$ cat src/reset_seq_regs.vh
`ifndef RESET_SEQ_REGS_VH
`define RESET_SEQ_REGS_VH

// ************************************************************
// register offsets (byte addresses, one word each)
// ************************************************************
`define OFS_PERIPH_CFG    8'h00
`define OFS_PLL_CTRL      8'h04
`define OFS_PLL_MULT      8'h08
`define OFS_PRE_DIV       8'h0c
`define OFS_DIV_FOUR      8'h10
`define OFS_DIV_FIVE      8'h14
`define OFS_STATUS        8'h18
`define OFS_BOOT_ADDR     8'h1c

// ************************************************************
// field positions
// ************************************************************
`define PCFG_EXT_MEM      0
`define PCFG_CELL_TX      1
`define PCFG_HOST         2
`define PCFG_ZGROUP       3
`define PCFG_WIDTH        4
`define PLL_EN_BIT        0
`define DIV_EN_BIT        15
`define DIV_RATIO_W       5
`define ST_RUN_BIT        0
`define ST_POR_BIT        1
`define ST_WARM_BIT       2
`define ST_HOST_SEL_BIT   3
`define ST_BANK_LSB       4

// ************************************************************
// reset values and fixed ratios (ratio field n divides by n+1)
// ************************************************************
`define PCFG_RESET        4'h0
`define PLL_MULT_RESET    5'h00
`define PRE_DIV_RESET     5'h00
`define DIV_RATIO_RESET   5'h00
`define DIV_EN_RESET      1'b0
`define DIV_TWO_RATIO     5'h02
`define DIV_THREE_RATIO   5'h05
`define CORE_BYPASS_RATIO 5'h02
`define CORE_PLL_RATIO    5'h00
`define SEC_PLL_MULT      5'h0a
`define SEC_SYS_A_RATIO   5'h01

// ************************************************************
// timing: figures in reference periods, clock period in ns
// ************************************************************
`define CLK_PERIOD_NS     100
`define REF_PERIOD_NS     100
`define STAT_MAX_PERIODS  15000
`define WARM_MIN_PERIODS  24
`define STAT_MAX_CYCLES   ((`STAT_MAX_PERIODS * `REF_PERIOD_NS) / `CLK_PERIOD_NS)
`define WARM_MIN_CYCLES   ((`WARM_MIN_PERIODS * `REF_PERIOD_NS + `CLK_PERIOD_NS - 1) / `CLK_PERIOD_NS)
`define STAT_MARGIN       16

`endif
$ cat src/reset_pin_state_and_clock_tree.v
// The address-and-strobe port and the register offsets were decided locally.
`timescale 1ns/1ps
`default_nettype none
`include "reset_seq_regs.vh"

module reset_pin_state_and_clock_tree #(
  parameter Z_WIDTH     = 8,
  parameter INIT_CYCLES = `STAT_MAX_CYCLES - `STAT_MARGIN
) (
  // clock and reset
  input  wire                clk,
  input  wire                srst,
  // reset pins and internal reset request
  input  wire                por_n,
  input  wire                warm_reset_n,
  input  wire                max_reset_req,
  output wire                reset_status_out_n,
  // boot configuration pins
  input  wire [19:0]         ext_address_boot_pins,
  input  wire [1:0]          ext_bank_boot_pins,
  input  wire                host_bus_select_pin,
  // peripheral drive requests
  input  wire [Z_WIDTH-1:0]  periph_z_data,
  input  wire [Z_WIDTH-1:0]  periph_z_oe,
  input  wire [4:0]          periph_cell_tx_data,
  input  wire                periph_cell_tx_enable,
  input  wire                periph_bus_hold,
  input  wire                periph_bus_request,
  input  wire                periph_host_ready,
  // pin groups
  output wire [Z_WIDTH-1:0]  zgroup_out,
  output wire [Z_WIDTH-1:0]  zgroup_oe,
  output wire [4:0]          cell_tx_data_out,
  output wire                cell_tx_enable_out,
  output wire                ext_bus_hold_out,
  output wire                ext_bus_request_out,
  output wire                host_ready_out,
  // clock tree controls and ticks
  output wire                pll_enable_out,
  output wire [4:0]          pll_multiplier,
  output wire [4:0]          pre_divider,
  output wire [4:0]          secondary_pll_mult,
  output wire                system_reference_clock,
  output wire                core_clk_tick,
  output wire [3:0]          sys_clk_tick,
  output wire                secondary_sys_clock_a,
  // latched boot values and peripheral enables
  output wire [19:0]         boot_addr_latched,
  output wire [1:0]          boot_bank_latched,
  output wire                boot_host_sel_latched,
  output wire [3:0]          periph_enable,
  // register port
  input  wire [7:0]          reg_addr,
  input  wire [31:0]         reg_wdata,
  input  wire                reg_wr,
  input  wire                reg_rd,
  output wire [31:0]         reg_rdata
);

  // ************************************************************
  // reset sequencing
  // ************************************************************
  localparam ST_RESET = 2'b00;
  localparam ST_WAIT  = 2'b01;
  localparam ST_RUN   = 2'b10;

  // stretch length for an internal warm request, cut to the counter width below
  localparam integer WARM_CYCLES = `WARM_MIN_CYCLES;

  reg  [1:0]  state_reg;
  reg  [13:0] init_cnt_reg;
  reg  [4:0]  max_cnt_reg;
  reg         status_reg;
  reg         por_seen_reg;
  reg         warm_seen_reg;
  wire        por_active;
  wire        warm_active;
  wire        any_reset;
  wire        release_now;

  // max reset is stretched to the warm minimum and merged with the pin
  assign por_active  = srst | ~por_n;
  assign warm_active = ~warm_reset_n | max_reset_req | (max_cnt_reg != 5'h00);
  assign any_reset   = por_active | warm_active;
  assign release_now = (state_reg == ST_RESET) & ~any_reset;

  // internal warm request pulse width stretcher
  always @(posedge clk) begin
    if (srst) begin
      max_cnt_reg <= 5'h00;
    end else if (max_reset_req) begin
      max_cnt_reg <= WARM_CYCLES[4:0];
    end else if (max_cnt_reg != 5'h00) begin
      max_cnt_reg <= max_cnt_reg - 5'h01;
    end
  end

  // reset state machine and status output
  always @(posedge clk) begin
    if (any_reset) begin
      state_reg    <= ST_RESET;
      init_cnt_reg <= 14'h0000;
      status_reg   <= 1'b0;
    end else begin
      case (state_reg)
        ST_RESET: begin
          state_reg    <= ST_WAIT;
          init_cnt_reg <= 14'h0000;
        end
        ST_WAIT: begin
          if (init_cnt_reg == INIT_CYCLES[13:0] - 14'h0001) begin
            state_reg  <= ST_RUN;
            status_reg <= 1'b1;
          end else begin
            init_cnt_reg <= init_cnt_reg + 14'h0001;
          end
        end
        ST_RUN: begin
          status_reg <= 1'b1;
        end
        default: begin
          state_reg <= ST_RESET;
        end
      endcase
    end
  end

  // cause of the most recent reset, power-on wins
  always @(posedge clk) begin
    if (por_active) begin
      por_seen_reg  <= 1'b1;
      warm_seen_reg <= 1'b0;
    end else if (warm_active) begin
      por_seen_reg  <= 1'b0;
      warm_seen_reg <= 1'b1;
    end
  end

  assign reset_status_out_n = status_reg;

  // ************************************************************
  // boot pin latch
  // ************************************************************
  reg [19:0] boot_addr_reg;
  reg [1:0]  boot_bank_reg;
  reg        boot_host_reg;

  // pins are sampled in the first cycle with all resets released
  always @(posedge clk) begin
    if (srst) begin
      boot_addr_reg <= 20'h00000;
      boot_bank_reg <= 2'h0;
      boot_host_reg <= 1'b0;
    end else if (release_now) begin
      boot_addr_reg <= ext_address_boot_pins;
      boot_bank_reg <= ext_bank_boot_pins;
      boot_host_reg <= host_bus_select_pin;
    end
  end

  assign boot_addr_latched     = boot_addr_reg;
  assign boot_bank_latched     = boot_bank_reg;
  assign boot_host_sel_latched = boot_host_reg;

  // ************************************************************
  // registers
  // ************************************************************
  reg  [3:0]  pcfg_reg;
  reg         pll_en_reg;
  reg  [4:0]  mult_reg;
  reg  [4:0]  pre_divider_reg;
  reg  [4:0]  div4_ratio_reg;
  reg  [4:0]  div5_ratio_reg;
  reg         div4_en_reg;
  reg         div5_en_reg;
  reg  [31:0] rdata_reg;
  wire        wr_ok;

  // software writes are ignored while the device is held in reset
  assign wr_ok = reg_wr & (state_reg == ST_RUN);

  // peripheral enables clear only on power-on
  always @(posedge clk) begin
    if (por_active) begin
      pcfg_reg <= `PCFG_RESET;
    end else if (wr_ok && reg_addr == `OFS_PERIPH_CFG) begin
      pcfg_reg <= reg_wdata[`PCFG_WIDTH-1:0];
    end
  end

  // clock controller defaults on power-on, warm and max reset
  always @(posedge clk) begin
    if (any_reset) begin
      pll_en_reg     <= 1'b0;
      mult_reg       <= `PLL_MULT_RESET;
      pre_divider_reg     <= `PRE_DIV_RESET;
      div4_ratio_reg <= `DIV_RATIO_RESET;
      div5_ratio_reg <= `DIV_RATIO_RESET;
      div4_en_reg    <= `DIV_EN_RESET;
      div5_en_reg    <= `DIV_EN_RESET;
    end else if (wr_ok) begin
      case (reg_addr)
        `OFS_PLL_CTRL: pll_en_reg <= reg_wdata[`PLL_EN_BIT];
        `OFS_PLL_MULT: mult_reg <= reg_wdata[`DIV_RATIO_W-1:0];
        `OFS_PRE_DIV:  pre_divider_reg <= reg_wdata[`DIV_RATIO_W-1:0];
        `OFS_DIV_FOUR: begin
          div4_ratio_reg <= reg_wdata[`DIV_RATIO_W-1:0];
          div4_en_reg    <= reg_wdata[`DIV_EN_BIT];
        end
        `OFS_DIV_FIVE: begin
          div5_ratio_reg <= reg_wdata[`DIV_RATIO_W-1:0];
          div5_en_reg    <= reg_wdata[`DIV_EN_BIT];
        end
        default: begin
          pll_en_reg <= pll_en_reg;
        end
      endcase
    end
  end

  // read data valid in the cycle after the strobe only
  always @(posedge clk) begin
    if (srst | ~reg_rd) begin
      rdata_reg <= 32'h00000000;
    end else begin
      case (reg_addr)
        `OFS_PERIPH_CFG: rdata_reg <= {28'h0000000, pcfg_reg};
        `OFS_PLL_CTRL:   rdata_reg <= {31'h00000000, pll_en_reg};
        `OFS_PLL_MULT:   rdata_reg <= {27'h0000000, mult_reg};
        `OFS_PRE_DIV:    rdata_reg <= {27'h0000000, pre_divider_reg};
        `OFS_DIV_FOUR:   rdata_reg <= {16'h0000, div4_en_reg, 10'h000, div4_ratio_reg};
        `OFS_DIV_FIVE:   rdata_reg <= {16'h0000, div5_en_reg, 10'h000, div5_ratio_reg};
        `OFS_STATUS:     rdata_reg <= {26'h0000000, boot_bank_reg, boot_host_reg,
                                       warm_seen_reg, por_seen_reg, status_reg};
        `OFS_BOOT_ADDR:  rdata_reg <= {12'h000, boot_addr_reg};
        default:         rdata_reg <= 32'h00000000;
      endcase
    end
  end

  assign reg_rdata      = rdata_reg;
  assign periph_enable  = pcfg_reg;
  assign pll_enable_out = pll_en_reg;
  assign pll_multiplier = mult_reg;
  assign pre_divider    = pre_divider_reg;

  // ************************************************************
  // clock tree dividers
  // ************************************************************
  wire [19:0] ratio_bus;
  wire [3:0]  div_en_bus;
  wire [3:0]  tick_bus;
  reg  [4:0]  core_cnt_reg;
  reg         core_tick_reg;
  reg  [4:0]  sec_cnt_reg;
  reg         sec_tick_reg;
  wire [4:0]  core_ratio;

  assign ratio_bus  = {div5_ratio_reg, div4_ratio_reg, `DIV_THREE_RATIO, `DIV_TWO_RATIO};
  assign div_en_bus = {div5_en_reg, div4_en_reg, 1'b1, 1'b1};
  assign core_ratio = pll_en_reg ? `CORE_PLL_RATIO : `CORE_BYPASS_RATIO;

  // divide-by-(n+1) tick from a down counter
  function [5:0] div_step;
    input [4:0] cnt;
    input [4:0] ratio;
    begin
      if (cnt == 5'h00) begin
        div_step = {1'b1, ratio};
      end else begin
        div_step = {1'b0, cnt - 5'h01};
      end
    end
  endfunction

  genvar k;
  generate
    for (k = 0; k < 4; k = k + 1) begin : g_div
      reg  [4:0] cnt_reg;
      reg        tick_reg;
      wire [5:0] step;
      assign step = div_step(cnt_reg, ratio_bus[k*5 +: 5]);
      // each output divider restarts from its default on any reset
      always @(posedge clk) begin
        if (any_reset | ~div_en_bus[k]) begin
          cnt_reg  <= 5'h00;
          tick_reg <= 1'b0;
        end else begin
          cnt_reg  <= step[4:0];
          tick_reg <= step[5];
        end
      end
      // one driver per tick bit
      assign tick_bus[k] = tick_reg;
    end
  endgenerate

  // core clock and secondary system clock ticks
  always @(posedge clk) begin
    if (srst) begin
      core_cnt_reg  <= 5'h00;
      core_tick_reg <= 1'b0;
      sec_cnt_reg   <= 5'h00;
      sec_tick_reg  <= 1'b0;
    end else begin
      {core_tick_reg, core_cnt_reg} <= div_step(core_cnt_reg, core_ratio);
      {sec_tick_reg, sec_cnt_reg}   <= div_step(sec_cnt_reg, `SEC_SYS_A_RATIO);
    end
  end

  assign system_reference_clock = ~srst; // bypass: reference runs every cycle
  assign core_clk_tick          = core_tick_reg;
  assign sys_clk_tick           = tick_bus;
  assign secondary_sys_clock_a  = sec_tick_reg;
  assign secondary_pll_mult     = `SEC_PLL_MULT;

  // ************************************************************
  // pin groups
  // ************************************************************
  reg [Z_WIDTH-1:0] z_out_reg;
  reg [Z_WIDTH-1:0] z_oe_reg;
  reg [4:0]         cell_data_reg;
  reg               cell_en_reg;
  reg               hold_reg;
  reg               busreq_reg;
  reg               hrdy_reg;
  wire              owned;

  assign owned = (state_reg != ST_RESET);

  // pins keep their reset state until their peripheral is enabled, except zgroup_out, which follows periph_z_data whenever no reset is active
  always @(posedge clk) begin
    if (any_reset) begin
      z_out_reg     <= {Z_WIDTH{1'b0}};
      z_oe_reg      <= {Z_WIDTH{1'b0}};
      cell_data_reg <= 5'h00;
      cell_en_reg   <= 1'b0;
      hold_reg      <= 1'b1;
      busreq_reg    <= 1'b1;
      hrdy_reg      <= 1'b1;
    end else begin
      z_out_reg     <= periph_z_data;
      z_oe_reg      <= (owned & pcfg_reg[`PCFG_ZGROUP]) ? periph_z_oe : {Z_WIDTH{1'b0}};
      cell_data_reg <= pcfg_reg[`PCFG_CELL_TX] ? periph_cell_tx_data : 5'h00;
      cell_en_reg   <= pcfg_reg[`PCFG_CELL_TX] & periph_cell_tx_enable;
      hold_reg      <= pcfg_reg[`PCFG_EXT_MEM] ? periph_bus_hold : 1'b1;
      busreq_reg    <= pcfg_reg[`PCFG_EXT_MEM] ? periph_bus_request : 1'b1;
      hrdy_reg      <= pcfg_reg[`PCFG_HOST] ? periph_host_ready : 1'b1;
    end
  end

  assign zgroup_out          = z_out_reg;
  assign zgroup_oe           = z_oe_reg;
  assign cell_tx_data_out    = cell_data_reg;
  assign cell_tx_enable_out  = cell_en_reg;
  assign ext_bus_hold_out    = hold_reg;
  assign ext_bus_request_out = busreq_reg;
  assign host_ready_out      = hrdy_reg;

endmodule // reset_pin_state_and_clock_tree

`default_nettype wire

$ cat config.mk
export PLATFORM = sky130hd
export DESIGN_NAME = reset_pin_state_and_clock_tree
export DESIGN_NICKNAME = d
export VERILOG_FILES = /design/src/reset_pin_state_and_clock_tree.v
export VERILOG_INCLUDE_DIRS = /design/src
export SDC_FILE = /design/constraint.sdc
export NUM_CORES = 1
export LEC_CHECK = 0
export BUFFER_PORTS_ARGS = -buffer_cell sky130_fd_sc_hd__buf_2
export CAP_MARGIN = 30
export CORE_MARGIN = 1.5
export CORE_UTILIZATION = 50
export DETAILED_ROUTE_END_ITERATION = 8
export PLACE_DENSITY = 0.83
export SYNTH_ARGS = -nofsm -noshare
export SYNTH_HDL_FRONTEND = slang
export SYNTH_SLANG_ARGS = --single-unit
$ cat constraint.sdc
create_clock -name clk -period 2.2 [get_ports clk]
set_input_delay 0.44 -clock clk [delete_from_list [all_inputs] [get_ports clk]]
set_output_delay 0.44 -clock clk [all_outputs]
set_load 0.01 [all_outputs]
==> qor.txt <==
Status = finished, final reports clean
Skew-Pair Late Insertion Delay = 420 ps
Clock Root Buffer = clkbuf_16
Starting Density = 51.3%
DR vias = 5226
Sequential share of the synthesized area = 50.1%
Layout net count = 929
Die Ht = 114 um
Fill count = 982
Final min period = 2000 ps
First-pass GRT wire length = 23.1 mm
Largest net degree at the start of global routing = 39
Avg Synthesized Cell Area = 9.36 um^2
Yosys cell types = 63
Ports = 203
Worst rel slew slack = 52.5%
Final core utilization = 63.9%
Post-route DRC violation count = 0
IO Port Bufs = 159
Ranking of synthesized cells by area = dfxtp_1 50%, mux2i_1 5.0%, nor2_1 4.6%
Fmax = 500 MHz
Crit-path cells = inv_1 -> ha_1 -> or4b_1 -> nor2_2 -> buf_12 -> nand2_1 -> a211oi_1
Slowest cell on the critical path = or4b_1
Worst Clk Skew = 7.54 ps
Wirelength per Cell = 14.3 um
Final wirelength = 14.4 mm
DP Area = 7120 um^2
TNS Setup = 0 ps
Final non-filler cell total = 1004
Antenna violations before repair = 1
FP Rows = 40
Design area = 7700 um^2
Placed Cells incl. Taps = 972
Register bit count reported by yosys = 155
Yosys warns = 0
Worst Setup End Kind = register
CP arrival = 2330 ps
Register Area = 3100 um^2
Top cell family by delay on the critical path = simple AND/OR/NAND/NOR gates
RSZ-0062 raised after global routing = no
Yosys top cell by area = dfxtp_1
Total GRT Usage = 22.7%
CTS buffer count = 17
Clk sink count = 155
DP HPWL = 10.3 mm
CP max FO = 20
Max cap viols = 0
GRT overflow = 0
Crit Path Category = reg2reg
Mapped Cells = 661
Fin. max-slew vios = 0
Max incr delay on CP = 520 ps
Drt first pass iters = 4
Final setup violation count = 0
Final cycle utilization of the critical path = 90.9%
Most frequent cells in the layout = 159 x buf_2, 155 x dfxtp_1, 75 x nor2_1
Number of synthesized flops with an enable pin = 0
Synth-to-Final Area Change = 24.4%
Top_reg_cell synth = dfxtp_1
CP Launch Type = register
# diodes = 0
Pwr dens = 843 nW/um^2
Vias per std cell = 5.21
Hold Fails Final Rpt = 0
Clock Pin Slew Worst Setup and Hold Paths = 60 ps
Die area = 13100 um^2
Crit path required time = 2530 ps
H-tree levels = 4
Max rail drop VDD = 0.450 mV
Post-Syn Area = 6190 um^2
Pwr Total = 6.49 mW
CTS tree = yes
Worst Max-Slew Pin Slew = 703 ps
Postcts setup bufs = 0
Hold Crit Class = in2reg
Buf/Inv on CP = 2
Hold WS = 203 ps
Die X = 114 um
Clock Tree Buf Depth = 2
Pre-CTS setup slack = 152 ps
Multi-input logic area = 2770 um^2
Final WS setup = 199 ps
Most common cell after layout, fill and taps aside = buf_2
Placer Congestion = 0.870
Share of the synthesized area in the top cell type = 50.1%
First DRT Iteration DRCs = 410
Antenna-violating nets left = 0
Leak Pwr = 3.55 nW
Core ar. = 12100 um^2
Vias in the first global route = 4822
Async S/R FF share, synth = 0%
Layout cells sized above 1 = 27.3%
[cells in the mapped netlist (all sizes together) (4+ instances only)]
library cell / number
ha: 11
buf: 33
nand2b: 5
or4b: 4
and2: 18
a22o: 4
or3: 5
xnor2: 13
nand4: 4
nand3: 13
nor4b: 4
o22ai: 5
nor4: 4
and3: 24
mux2: 6
nand2: 70
dfxtp: 155
clkbuf: 15
nor3: 16
o21ai: 9
nand3b: 6
a211oi: 13
mux2i: 31
nor2: 76
nor2b: 4
a22oi: 4
a21oi: 45
xor2: 4
inv: 23
[logic make-up (layout without fill, tap and decap cells)]
family | Yosys count | in the layout | share of synthesized area (%)
AOI/OAI and AO/OA | 97 | 97 | 9.95
DFF | 155 | 155 | 50.1
other | 2 | 17 | 0.121
xor gates and xnor gates | 17 | 17 | 2.41
buffers and inverters | 71 | 231 | 6.10
and+or+nand+nor | 269 | 269 | 22.2
muxes | 39 | 39 | 6.83
adders and majority gates | 11 | 11 | 2.22
[layout make-up]
type,count,share of cell area [%]
clock buffer,21,5.98
clock inverter,11,1.56
inverter,23,1.12
multi-input combinational,450,36.0
sequential,155,40.3
tap,168,2.73
timing repair buffer,176,12.3
[what timing repair did]
action                                  CTS  global route
endpoints found under the setup margin    0             2
hold buffers                              0             0
gates resized for setup                   0             1
hold endpoints to repair                  0             0
[worst register-to-register path: stages (launching register included)]
cell      delay [ps]
dfxtp_1          310
inv_1             90
ha_1             230
or4b_1           520
nor2_2           190
buf_12           170
nand2_1          160
a211oi_1         250
[metal layers]
| metal | wire (um) | part of all wire (%) | global-route usage (%) | vias to the layer above |
|---|---|---|---|---|
| met5 | 11 | 0.076 | 0 | - |
| met4 | 235 | 1.6 | 9.00 | 2 |
| met3 | 1140 | 7.9 | 7.15 | 22 |
| met2 | 6890 | 48 | 37.5 | 221 |
| met1 | 6120 | 43 | 27.7 | 2413 |
| li1 | - | - | - | 2568 |
[final timing paths]
check | slack [ps] | cells after the start | start | endpoint
max | 200 | 7 | max_cnt_reg[0]$_SDFFE_PP0P_ | g_div[2].cnt_reg[1]$_SDFF_PP0_
min | 200 | 2 | periph_bus_hold | ext_bus_hold_out$_SDFF_PP1_
max reg2reg | 200 | 7 | max_cnt_reg[0]$_SDFFE_PP0P_ | g_div[2].cnt_reg[1]$_SDFF_PP0_
min reg2reg | 450 | 1 | core_cnt_reg[0]$_SDFF_PP0_ | core_cnt_reg[0]$_SDFF_PP0_
[power breakdown]
part	internal (mW)	total, mW	switching (mW)
sequential	2.93	3.01	0.0869
combinational	0.294	0.647	0.352
clock	1.72	2.84	1.11
total	4.94	6.49	1.55
(Power assumes the default switching activity.)
